`config.mk`:
```
export PLATFORM = sky130hd
export DESIGN_NAME = sac_control
export DESIGN_NICKNAME = d
export VERILOG_FILES = /design/src/rtl/sac_pkg.sv /design/src/rtl/sac_fifo.sv /design/src/rtl/sac_control.sv
export VERILOG_INCLUDE_DIRS = /design/src /design/src/rtl
export SDC_FILE = /design/constraint.sdc
export NUM_CORES = 1
export LEC_CHECK = 0
export BUFFER_PORTS_ARGS = -buffer_cell sky130_fd_sc_hd__buf_2
export CORE_UTILIZATION = 51
export CTS_CLUSTER_DIAMETER = 150
export DETAILED_ROUTE_END_ITERATION = 10
export PLACE_DENSITY_LB_ADDON = 0.08
export SLEW_MARGIN = 5
export SYNTH_ARGS = -nofsm -noshare
export SYNTH_HDL_FRONTEND = slang
export SYNTH_SLANG_ARGS = --single-unit
```
`constraint.sdc`:
```
create_clock -name mclk -period 7.4 [get_ports mclk]
set_clock_uncertainty 0.2 [all_clocks]
set_input_delay 1.11 -clock mclk [delete_from_list [all_inputs] [get_ports mclk]]
set_output_delay 1.11 -clock mclk [all_outputs]
set_load 0.005 [all_outputs]
```
`src/rtl/sac_params.svh`:
```
// register addresses, field positions, reset values and counts of the converter control block
`ifndef SAC_PARAMS_SVH
`define SAC_PARAMS_SVH
`define SAC_ADDR_CON1     8'hEF
`define SAC_ADDR_CON2     8'hD8
`define SAC_ADDR_RES_LO   8'hD9
`define SAC_ADDR_RES_HI   8'hDA
`define SAC_ADDR_CAL_OFS  8'hF1
`define SAC_ADDR_CAL_GAIN 8'hF2
`define SAC_BIT_LOW       3'h0
`define SAC_CON1_RST      8'h00
`define SAC_CON2_RST      8'h00
`define SAC_RES_RST       8'h00
`define SAC_RD_IDLE       8'h00
`define SAC_C1_POWER      7
`define SAC_C1_REFSEL     6
`define SAC_C1_DIV_HI     5
`define SAC_C1_DIV_LO     4
`define SAC_C1_ACQ_HI     3
`define SAC_C1_ACQ_LO     2
`define SAC_C1_TMR        1
`define SAC_C1_PIN        0
`define SAC_C2_DONE       7
`define SAC_C2_SPI        6
`define SAC_C2_CONT       5
`define SAC_C2_SINGLE     4
`define SAC_C2_CH_HI      3
`define SAC_C2_CH_LO      0
`define SAC_DIV_CODE8     2'h0
`define SAC_DIV_CODE4     2'h1
`define SAC_DIV_CODE16    2'h2
`define SAC_HALF_DIV8     5'h03
`define SAC_HALF_DIV4     5'h01
`define SAC_HALF_DIV16    5'h07
`define SAC_HALF_SPARE    5'h0F
`define SAC_ACQ_BASE      3'h1
`define SAC_CH_SHARED0    4'h4
`define SAC_CH_SHARED1    4'h5
`define SAC_CH_TEMP       4'h8
`define SAC_CH_ANALOG_OUT_ZERO       4'h9
`define SAC_CH_ANALOG_OUT_ONE       4'hA
`define SAC_CH_VREF       4'hB
`define SAC_CH_ANALOG_GROUND_INPUT       4'hC
`define SAC_IN_TEMP       0
`define SAC_IN_ANALOG_OUT_ZERO       1
`define SAC_IN_ANALOG_OUT_ONE       2
`define SAC_IN_VREF       3
`define SAC_IN_ANALOG_GROUND_INPUT       4
`endif

```
`src/rtl/sac_pkg.sv`:
```
// types shared by the converter control block
package sac_pkg;
	typedef enum logic [1:0] {SAC_IDLE, SAC_ACQUIRE, SAC_CONVERT, SAC_STORE} sac_phase_t;

	typedef struct packed {
		logic [3:0]  tag;
		logic [11:0] data;
	} sac_result_t;

	typedef struct packed {
		logic        powerUp;
		logic        refExternal;
		logic        trackHold;
		logic        convStart;
		logic [3:0]  channel;
		logic [1:0]  dacRoute;
		logic [4:0]  internalSel;
	} sac_core_ctl_t;

	typedef struct packed {
		logic [7:0]    con1;
		logic [7:0]    con2;
		logic [7:0]    resLo;
		logic [7:0]    resHi;
		logic [7:0]    calOfs;
		logic [7:0]    calGain;
		logic [7:0]    rdData;
		logic          bitRd;
		sac_phase_t    phase;
		logic [4:0]    divCnt;
		logic          adcClk;
		logic [2:0]    acqCnt;
		logic [1:0]    pinSync;
		logic          pinPrev;
		sac_result_t   capture;
		sac_core_ctl_t core;
	} sac_state_t;
endpackage

```
`src/rtl/sac_fifo.sv`:
```
// result fifo with registered output stage and back-pressure on both sides
`timescale 1ns/10ps
module sac_fifo #(
	parameter int WIDTH = 16,
	parameter int DEPTH = 16
) (
	// clock and reset
	input  wire logic             mclk,
	input  wire logic             rst_n,
	// fill side
	input  wire logic             inValid,
	input  wire logic [WIDTH-1:0] inData,
	output logic                  inReady,
	// drain side
	output logic                  outValid,
	output logic [WIDTH-1:0]      outData,
	input  wire logic             outReady
);
	localparam int AW = $clog2(DEPTH);

	typedef struct packed {
		logic [DEPTH-1:0][WIDTH-1:0] mem;
		logic [AW-1:0]               wrPtr;
		logic [AW-1:0]               rdPtr;
		logic [AW:0]                 count;
		logic                        oValid;
		logic [WIDTH-1:0]            oData;
	} sac_fifo_state_t;

	sac_fifo_state_t q;
	sac_fifo_state_t d;
	logic            push;
	logic            pop;

	always_comb begin
		d = q;
		inReady = (q.count != (AW+1)'(DEPTH)) ? 1'b1 : 1'b0;
		push = inValid && inReady;
		pop = (q.count != '0) && (!q.oValid || outReady);
		if (outReady && q.oValid) begin
			d.oValid = 1'b0;
		end
		if (pop) begin
			d.oData = q.mem[q.rdPtr];
			d.oValid = 1'b1;
			d.rdPtr = q.rdPtr + AW'(1);
		end
		if (push) begin
			d.mem[q.wrPtr] = inData;
			d.wrPtr = q.wrPtr + AW'(1);
		end
		d.count = q.count + (AW+1)'(push) - (AW+1)'(pop);
		outValid = q.oValid;
		outData = q.oData;
	end

	always_ff @(posedge mclk) begin
		if (!rst_n) begin
			q <= '0;
		end else begin
			q <= d;
		end
	end
endmodule

```
`src/rtl/sac_control.sv`:
```
// control, trigger and result logic of the 12-bit successive-approximation converter
// Contract
// - bit-addressable registers accept single-bit access too
// - factory calibration loaded on every reset
// - twelve-bit result, six external channels
// - five internal sources on same select field
// - software single or continuous conversion
// - pin and timer overflow start conversions
// - results stream to serial port unaided
// - channels four/five measure enabled analog outputs
// - result is straight binary code
// - low result register holds bits 7:0
// - high register: tag nibble, top result nibble
// - control bit 7 powers converter
// - control bit 6 selects external reference
// - bits 5:4 pick clock divider
// - bits 3:2 set acquisition clocks
// - bit 1 enables timer overflow trigger
// - bit 0 enables pin rising-edge trigger
// - done flag set hardware, cleared ack/software
`timescale 1ns/10ps
`include "sac_params.svh"
module sac_control #(
	parameter logic [7:0] FACTORY_OFFSET = 8'h00,
	parameter logic [7:0] FACTORY_GAIN   = 8'h80,
	parameter int         FIFO_DEPTH     = 16
) (
	// clock and reset
	input  wire logic        mclk,
	input  wire logic        rst_n,
	// byte register access
	input  wire logic [7:0]  sfrAddr,
	input  wire logic        sfrWrEn,
	input  wire logic [7:0]  sfrWrData,
	input  wire logic        sfrRdEn,
	output logic [7:0]       sfrRdData,
	// bit register access
	input  wire logic [7:0]  sfrBitAddr,
	input  wire logic        sfrBitWrEn,
	input  wire logic        sfrBitWrVal,
	input  wire logic        sfrBitRdEn,
	output logic             sfrBitRdVal,
	// interrupt vector acknowledge
	input  wire logic        adcIntAck,
	// hardware triggers
	input  wire logic        convertStartPin_n,
	input  wire logic        timerTwoOverflow,
	// analog output enables
	input  wire logic [1:0]  dacEnable,
	// analog core
	input  wire logic        coreDone,
	input  wire logic [11:0] coreResult,
	output logic             adcClk,
	output logic             corePowerUp,
	output logic             coreRefExternal,
	output logic             coreTrackHold,
	output logic             coreConvStart,
	output logic [3:0]       coreChannel,
	output logic [1:0]       coreDacRoute,
	output logic [4:0]       coreInternalSel,
	output logic [7:0]       coreCalOffset,
	output logic [7:0]       coreCalGain,
	// status
	output logic             conversionDone,
	// serial port stream
	output logic [15:0]      spiData,
	output logic             spiValid,
	input  wire logic        spiReady
);
	sac_pkg::sac_state_t q;
	sac_pkg::sac_state_t d;
	logic                adcTick;
	logic                pinEdge;
	logic                startReq;
	logic                fifoInValid;
	logic                fifoInReady;
	logic [7:0]          bitByte;
	logic [3:0]          chan;

	function automatic logic isBitAddr(input logic [7:0] a);
		return a[2:0] == `SAC_BIT_LOW;
	endfunction

	function automatic logic [4:0] divHalf(input logic [1:0] code);
		if (code == `SAC_DIV_CODE8) begin
			return `SAC_HALF_DIV8;
		end else if (code == `SAC_DIV_CODE4) begin
			return `SAC_HALF_DIV4;
		end else if (code == `SAC_DIV_CODE16) begin
			return `SAC_HALF_DIV16;
		end else begin
			return `SAC_HALF_SPARE;
		end
	endfunction

	always_comb begin
		d = q;
		d.core.convStart = 1'b0;
		bitByte = {sfrBitAddr[7:3], `SAC_BIT_LOW};
		chan = q.con2[`SAC_C2_CH_HI:`SAC_C2_CH_LO];

		// converter clock divider, free running
		adcTick = (q.divCnt == 5'h00) && !q.adcClk;
		if (q.divCnt == 5'h00) begin
			d.divCnt = divHalf(q.con1[`SAC_C1_DIV_HI:`SAC_C1_DIV_LO]);
			d.adcClk = ~q.adcClk;
		end else begin
			d.divCnt = q.divCnt - 5'h01;
		end

		// start pin synchroniser and rising edge
		d.pinSync = {q.pinSync[0], convertStartPin_n};
		d.pinPrev = q.pinSync[1];
		pinEdge = q.pinSync[1] && !q.pinPrev;

		// byte writes
		if (sfrWrEn) begin
			if (sfrAddr == `SAC_ADDR_CON1) begin
				d.con1 = sfrWrData;
			end else if (sfrAddr == `SAC_ADDR_CON2) begin
				d.con2 = sfrWrData;
			end else if (sfrAddr == `SAC_ADDR_CAL_OFS) begin
				d.calOfs = sfrWrData;
			end else if (sfrAddr == `SAC_ADDR_CAL_GAIN) begin
				d.calGain = sfrWrData;
			end
		end

		// single-bit writes on bit-addressable registers
		if (sfrBitWrEn && isBitAddr(bitByte)) begin
			if (bitByte == `SAC_ADDR_CON2) begin
				d.con2[sfrBitAddr[2:0]] = sfrBitWrVal;
			end
		end

		// byte reads
		d.rdData = `SAC_RD_IDLE;
		if (sfrRdEn) begin
			if (sfrAddr == `SAC_ADDR_CON1) begin
				d.rdData = q.con1;
			end else if (sfrAddr == `SAC_ADDR_CON2) begin
				d.rdData = q.con2;
			end else if (sfrAddr == `SAC_ADDR_RES_LO) begin
				d.rdData = q.resLo;
			end else if (sfrAddr == `SAC_ADDR_RES_HI) begin
				d.rdData = q.resHi;
			end else if (sfrAddr == `SAC_ADDR_CAL_OFS) begin
				d.rdData = q.calOfs;
			end else if (sfrAddr == `SAC_ADDR_CAL_GAIN) begin
				d.rdData = q.calGain;
			end
		end

		// single-bit reads
		d.bitRd = 1'b0;
		if (sfrBitRdEn && isBitAddr(bitByte)) begin
			if (bitByte == `SAC_ADDR_CON2) begin
				d.bitRd = q.con2[sfrBitAddr[2:0]];
			end
		end

		// flag clear by interrupt vectoring
		if (adcIntAck) begin
			d.con2[`SAC_C2_DONE] = 1'b0;
		end

		// core static controls
		d.core.powerUp = q.con1[`SAC_C1_POWER];
		d.core.refExternal = q.con1[`SAC_C1_REFSEL];

		// conversion triggers
		startReq = q.con2[`SAC_C2_SINGLE] || q.con2[`SAC_C2_CONT];
		if (q.con1[`SAC_C1_TMR] && timerTwoOverflow) begin
			startReq = 1'b1;
		end
		if (q.con1[`SAC_C1_PIN] && pinEdge) begin
			startReq = 1'b1;
		end

		fifoInValid = 1'b0;
		case (q.phase)
			sac_pkg::SAC_IDLE: begin
				d.core.trackHold = 1'b0;
				if (q.con1[`SAC_C1_POWER] && startReq) begin
					d.phase = sac_pkg::SAC_ACQUIRE;
					d.core.trackHold = 1'b1;
					d.acqCnt = {1'b0, q.con1[`SAC_C1_ACQ_HI:`SAC_C1_ACQ_LO]} + `SAC_ACQ_BASE;
					d.core.channel = chan;
					d.capture.tag = chan;
					d.core.dacRoute[0] = (chan == `SAC_CH_SHARED0) && dacEnable[0];
					d.core.dacRoute[1] = (chan == `SAC_CH_SHARED1) && dacEnable[1];
					d.core.internalSel[`SAC_IN_TEMP] = (chan == `SAC_CH_TEMP);
					d.core.internalSel[`SAC_IN_ANALOG_OUT_ZERO] = (chan == `SAC_CH_ANALOG_OUT_ZERO);
					d.core.internalSel[`SAC_IN_ANALOG_OUT_ONE] = (chan == `SAC_CH_ANALOG_OUT_ONE);
					d.core.internalSel[`SAC_IN_VREF] = (chan == `SAC_CH_VREF);
					d.core.internalSel[`SAC_IN_ANALOG_GROUND_INPUT] = (chan == `SAC_CH_ANALOG_GROUND_INPUT);
				end
			end
			sac_pkg::SAC_ACQUIRE: begin
				if (adcTick) begin
					d.acqCnt = q.acqCnt - 3'h1;
					if (q.acqCnt == `SAC_ACQ_BASE) begin
						d.phase = sac_pkg::SAC_CONVERT;
						d.core.trackHold = 1'b0;
						d.core.convStart = 1'b1;
					end
				end
			end
			sac_pkg::SAC_CONVERT: begin
				if (coreDone) begin
					d.capture.data = coreResult;
					d.phase = sac_pkg::SAC_STORE;
				end
			end
			sac_pkg::SAC_STORE: begin
				fifoInValid = q.con2[`SAC_C2_SPI];
				if (!q.con2[`SAC_C2_SPI] || fifoInReady) begin
					d.resLo = q.capture.data[7:0];
					d.resHi = {q.capture.tag, q.capture.data[11:8]};
					d.con2[`SAC_C2_DONE] = 1'b1;
					d.con2[`SAC_C2_SINGLE] = 1'b0;
					d.phase = sac_pkg::SAC_IDLE;
				end
			end
			default: begin
				d.phase = sac_pkg::SAC_IDLE;
			end
		endcase

		// power down abandons a conversion in acquire or convert; a result waiting in store still completes
		if (!q.con1[`SAC_C1_POWER] && q.phase != sac_pkg::SAC_STORE) begin
			d.phase = sac_pkg::SAC_IDLE;
			d.core.trackHold = 1'b0;
			d.core.convStart = 1'b0;
		end
	end

	always_ff @(posedge mclk) begin
		if (!rst_n) begin
			q <= '0;
			q.con1 <= `SAC_CON1_RST;
			q.con2 <= `SAC_CON2_RST;
			q.resLo <= `SAC_RES_RST;
			q.resHi <= `SAC_RES_RST;
			q.calOfs <= FACTORY_OFFSET;
			q.calGain <= FACTORY_GAIN;
			q.phase <= sac_pkg::SAC_IDLE;
			q.pinSync <= 2'h3;
			q.pinPrev <= 1'b1;
		end else begin
			q <= d;
		end
	end

	sac_fifo #(
		.WIDTH (16),
		.DEPTH (FIFO_DEPTH)
	) resultFifo (
		.mclk     (mclk),
		.rst_n    (rst_n),
		.inValid  (fifoInValid),
		.inData   ({q.capture.tag, q.capture.data}),
		.inReady  (fifoInReady),
		.outValid (spiValid),
		.outData  (spiData),
		.outReady (spiReady)
	);

	assign sfrRdData = q.rdData;
	assign sfrBitRdVal = q.bitRd;
	assign adcClk = q.adcClk;
	assign corePowerUp = q.core.powerUp;
	assign coreRefExternal = q.core.refExternal;
	assign coreTrackHold = q.core.trackHold;
	assign coreConvStart = q.core.convStart;
	assign coreChannel = q.core.channel;
	assign coreDacRoute = q.core.dacRoute;
	assign coreInternalSel = q.core.internalSel;
	assign coreCalOffset = q.calOfs;
	assign coreCalGain = q.calGain;
	assign conversionDone = q.con2[`SAC_C2_DONE];
endmodule

```
# Yosys cells after proc, flatten, opt, wreduce, memory -nomap -nowiden
# Cells that the tools add are included.
# word_totals
reg_bits,384
in_bits,50
wordCells,178
# op_classes
add_sub_neg,7
order_cmp,5
n_eq_ne,27
muxes,49
bitwise,7
n_reduce_logical,40
# ops
cell,count
256-bit bitwise mux,1
8-bit two-way mux,11
16-bit binary-select mux with 4-bit select,1
16-bit demux with 4-bit select,1
8-bit == test (second input constant),6
16-bit two-way mux,2
4-bit == test (second input constant),5
17-bit two-way mux,1
2-bit two-way mux,7
1-bit logical AND,13
1-bit two-way mux,13
4-bit two-way mux,3
2-bit != test (second input constant),6
4-bit by 5-bit < comparator with 1-bit output (second input constant),2
2-bit AND reduction,5
5-bit AND reduction,2
3-bit AND reduction,3
4-bit by 1-bit adder with 4-bit output (second input constant),2
8-bit bitwise mux,1
4-bit by 3-bit == test with 1-bit output (second input constant),2
2-bit case mux with 4 select lines,1
1-bit NOT,7
2-bit == test (second input constant),3
3-bit two-way mux,2
26 further kinds,35

# Longest topological paths before layout
# depth
ltp_word,10
ltp_mapped,14
ltp_nobuf,13

# Cells and area by module
# From an unflattened synthesis, not the netlist that was laid out.
# unflattened
cells_unflattened,1765
hier_area_um2,16681.0
# by_module_without_submodules
mod,n_inst,cells_per_inst,area_each_um2,seq_area_each_um2
sac_fifo,1,1168,11746.3,5725.5
sac_control,1,597,4934.7,1961.9

# Worst setup path after synthesis
# Ideal clock, no wire load.
# synth_timing
path_kind,input to register
from,in spiReady
to,reg resultFifo.q[21] (netlist name)
setup_time_ns,0.070
t_arrival_ns,3.133
required_time_ns,7.130
path_slack_ns,3.997
stages,12
path_cell_list,nand2b_1 nand2b_1 buf_4 inv_1 ha_1 inv_1 ha_1 fa_1 a21oi_1 nor2_1 or3_1 a21oi_1
# synth_via
elab_chain_len,3
# synth_lines
item,line_no,rtl
"start, declared",sac_control.sv:68,input wire logic spiReady
1-bit logical OR,sac_fifo.sv:39,pop = (q.count != '0) && (!q.oValid || outReady);
1-bit logical AND,sac_fifo.sv:39,
5-bit by 1-bit subtractor with 5-bit output,sac_fifo.sv:52,d.count = q.count + (AW+1)'(push) - (AW+1)'(pop);
"end signal, assigned",sac_fifo.sv:59,q <= '0;
"end signal, assigned",sac_fifo.sv:61,q <= d;
"end, declared",sac_fifo.sv:30,sac_fifo_state_t q;
# Every way passes these cells.
# A chain may end at the register's enable or synchronous reset.

# Worst setup path in the final report
# layout_timing
from,reg resultFifo.q[19] (netlist name)
to,reg resultFifo.q[21] (netlist name)
# layout_via
elab_chain_len,5
# layout_lines
item,line_no,rtl
5-bit != test,sac_fifo.sv:37,inReady = (q.count != (AW+1)'(DEPTH)) ? 1'b1 : 1'b0;
1-bit two-way mux,sac_fifo.sv:37,
1-bit logical AND,sac_fifo.sv:38,push = inValid && inReady;
5-bit by 1-bit adder with 5-bit output,sac_fifo.sv:52,
5-bit by 1-bit subtractor with 5-bit output (*),sac_fifo.sv:52,
# Mark *: on every way between the ends. The rest lies on a longest branch, timed or not.

==> results.toml <==
[floorplan]
start_util_pct = 51.7
design.portCount = 109
std_cell_rows = 67
fp.dieW_um = 186
core_sq_um = 33400
chipHeight_um = 186
die_area_sq_um = 34600

[yosys]
muxShareOfSynthArea_pct = 26.0
synth_edf_count = 0
synth_most_common_cell = "dfxtp_1"
synth_compound_area_share_pct = 6.14
synth_area_leaders = "dfxtp_1, mux2i_1, mux4_2, nor2_1, buf_4"
synth-seq-cells = 384
ys_async_sr_fraction_pct = 0
synthAdderAreaFrac_pct = 1.64
synthDistinctLibCells = 60
synth_common_cells = "dfxtp_1, mux2i_1, nor2_1"
synth-main-ff-cell = "dfxtp_1"
synthSimpleGateAreaFrac_pct = 14.5
yosys_warnings = 0
synth_top_family_by_area = "multiplexers"
yosysTopAreaCellShare_pct = 44.5
syn_area_per_cell_sq_um = 10.1
synth_top_area_cell = "dfxtp_1"
seq_area_frac_synth_pct = 44.5
syn_area_sq_um = 17300
synth_cells = 1711
synthXorXnorAreaFrac_pct = 0.558
synth_fp_nets = 1783

[timing]
relSlewSlack_pct = 29.9
drv_slew = 0
worst_slew_pin_slew_ns = 1.05
final_hold_viol_count = 0
tns_ns = 0
fmaxAchievable_mhz = 289
rsz0062_at_grt = "no"
setup_viol = 0
fin_crit_ns = 3.46
finalCritPeriodShare_pct = 46.8

[setup_path]
required_ns = 7.66
crit_path_end_kind = "register"
crit_end = "resultFifo.q[21]"
r2r-end = "resultFifo.q[21]"
crit_start = "resultFifo.q[19]"
r2r-start = "resultFifo.q[19]"
start_kind = "register"
r2r_cells = 14
crit_fanout = 19
crit_arrival_ns = 3.72
r2r_slack_ns = 3.94
path_class = "register to register"

[layout]
final_nets = 1748
stdcell_count = 2155
syn_to_final_growth_pct = 8.95
fillers = 2949
drive_above_1_share_pct = 16.4

[clock_tree]
clockRootBuffer = "clkbuf_16"
cts_tree = "built"
cts_sinks = 384
cts_buffers = 42
post_cts_buffers = 0
path_clk_slew_ns = 0.06
clockBufferDepth = 3
h-tree-depth = 2
cts_hold_buffers = 0
postCtsResizedCells = 0
clk-insertion-delay-late_ns = 0.53

[drt]
num_vias = 12082
drt_iter0_drc = 778
vias_per_cell = 5.61
drt_wl_total_mm = 42.1
drc = 0
first_pass_iters = 7
post_drt_wl_per_cell_um = 19.5
ant_nets = 0

[power]
combPwrFrac_pct = 10.9
p_per_area_nw_per_um2 = 258
sequentialPowerShare_pct = 44.9
p_switching_mw = 1.21
ir_drop_uv = 157
swShare_pct = 24.9
p_leak_nw = 8.75
p_int_mw = 3.65
p_clk_share_pct = 44.2

[placed_design]
port-buffer-count = 108
dp.cells = 2080
hpwl_mm = 25.4
place.gp.congestion = 0.825

[hold_path]
hp-class = "register to register"

[global_route]
antenna_found_initial = 0
grt_use_total_pct = 24.4
grt_first_pass_wirelength_mm = 64.9
grt_overflow = 0
grt_max_degree = 153
grt_pass1_vias = 11457

[job]
cap_violations = 0

[status]
status = "complete, no violations"
-- cell families after synthesis --
group                      after synthesis
and+or+nand+nor                        548
DFF                                    384
muxes                                  366
buffers and inverters                  214
AOI/OAI and AO/OA                      166
adders and majority gates               22
xor gates and xnor gates                11
-- worst min path at each step --
| stage | from | end | slack, ns | cells past startpoint |
|---|---|---|---|---|
| 3_3_place_gp | d[33] | d[31] | 0.19 | 1 |
| 5_1_grt | d[33] | d[31] | 0.24 | 1 |
| 2_1_floorplan | d[33] | d[31] | 0.19 | 1 |
| 6_report | d[33] | d[31] | 0.21 | 1 |
| 3_5_place_dp | d[33] | d[31] | 0.20 | 1 |
| 4_1_cts | d[33] | d[31] | 0.21 | 1 |
-- flip-flops by register name, indices dropped and copies added (netlist names), 2 cells and up --
register and cells:
d 4, q 48, coreChannel 4, resultFifo.outData 16
coreDacRoute 2, coreCalOffset 8, coreCalGain 8, coreInternalSel 5
chan 4, sfrRdData 8, resultFifo.q 269
-- worst max-delay path, stage by stage (launching register included) --
cell      delay (ns)
dfxtp_1         0.32
inv_1           0.08
ha_1            0.15
nor4b_1         0.29
nand2b_1        0.16
buf_4           0.30
inv_1           0.18
ha_1            0.31
inv_1           0.04
ha_1            0.22
fa_1            0.43
a21oi_1         0.17
nor2_1          0.06
or3_1           0.34
a21oi_1         0.13
-- layer usage --
metal  vias to the layer above  wire length, um  track usage [%]
met5                         -                0                0
met4                         0             1020             7.34
met3                        60             1920             3.72
met2                       294            20200             41.0
met1                      5876            19000             32.3
li1                       5852                -                -
-- cell type report --
class	instances	area [sq um]	area share (%)
multi-input cells	1113	8440	44.8
flip-flops and latches	384	7700	40.9
clock buffers	69	1370	7.26
repair buffers	116	601	3.19
well taps	448	561	2.98
clock inverters	5	80.1	0.425
inverters	19	78.8	0.419
diodes	1	2.50	0.0133
-- cells in the final DEF (no fill, tap or decap), types with 5 or more instances in the layout --
| cell type | n |
|---|---|
| a21oi_1 | 54 |
| a22o_1 | 7 |
| a31oi_1 | 22 |
| a32oi_1 | 8 |
| and2_1 | 6 |
| buf_2 | 108 |
| buf_4 | 8 |
| clkbuf_1 | 9 |
| clkbuf_16 | 45 |
| clkbuf_8 | 15 |
| dfxtp_1 | 381 |
| ha_1 | 21 |
| inv_1 | 18 |
| mux2i_1 | 300 |
| mux4_2 | 66 |
| nand2_1 | 121 |
| nand2b_1 | 12 |
| nand3_1 | 49 |
| nand3_2 | 14 |
| nand4_1 | 11 |
| nor2_1 | 288 |
| nor2b_1 | 12 |
| o21ai_0 | 32 |
| o21bai_1 | 9 |
| o221ai_1 | 16 |
| xnor2_1 | 5 |
| xor2_1 | 6 |
-- power by group through the flow --
stage	Combinational (mW)	Clock, mW	Sequential, mW
final	0.530	2.15	2.19
after global routing	0.579	2.28	2.19
after CTS	0.533	2.19	2.19
after detailed placement	0.532	0	2.23
after global placement	0.530	0	2.23
after floorplan	0.464	0	2.17
-- stage by stage --
| stage | total power [mW] | util [%] | hold WS (ns) | instance area (sq um) | setup WS (ns) |
|---|---|---|---|---|---|
| 2_1_floorplan | 2.63 | - | 0.186 | 17300 | 4.00 |
| 3_3_place_gp | 2.76 | 51.9 | 0.188 | 17400 | 3.54 |
| 3_5_place_dp | 2.76 | 51.9 | 0.197 | 17400 | 3.49 |
| 4_1_cts | 4.91 | 56.3 | 0.211 | 18800 | 3.91 |
| 5_1_grt | 5.05 | 56.3 | 0.238 | 18800 | 3.62 |
| 6_report | 4.86 | 56.3 | 0.210 | 18800 | 3.94 |
Power figures use the tool's default switching activity.
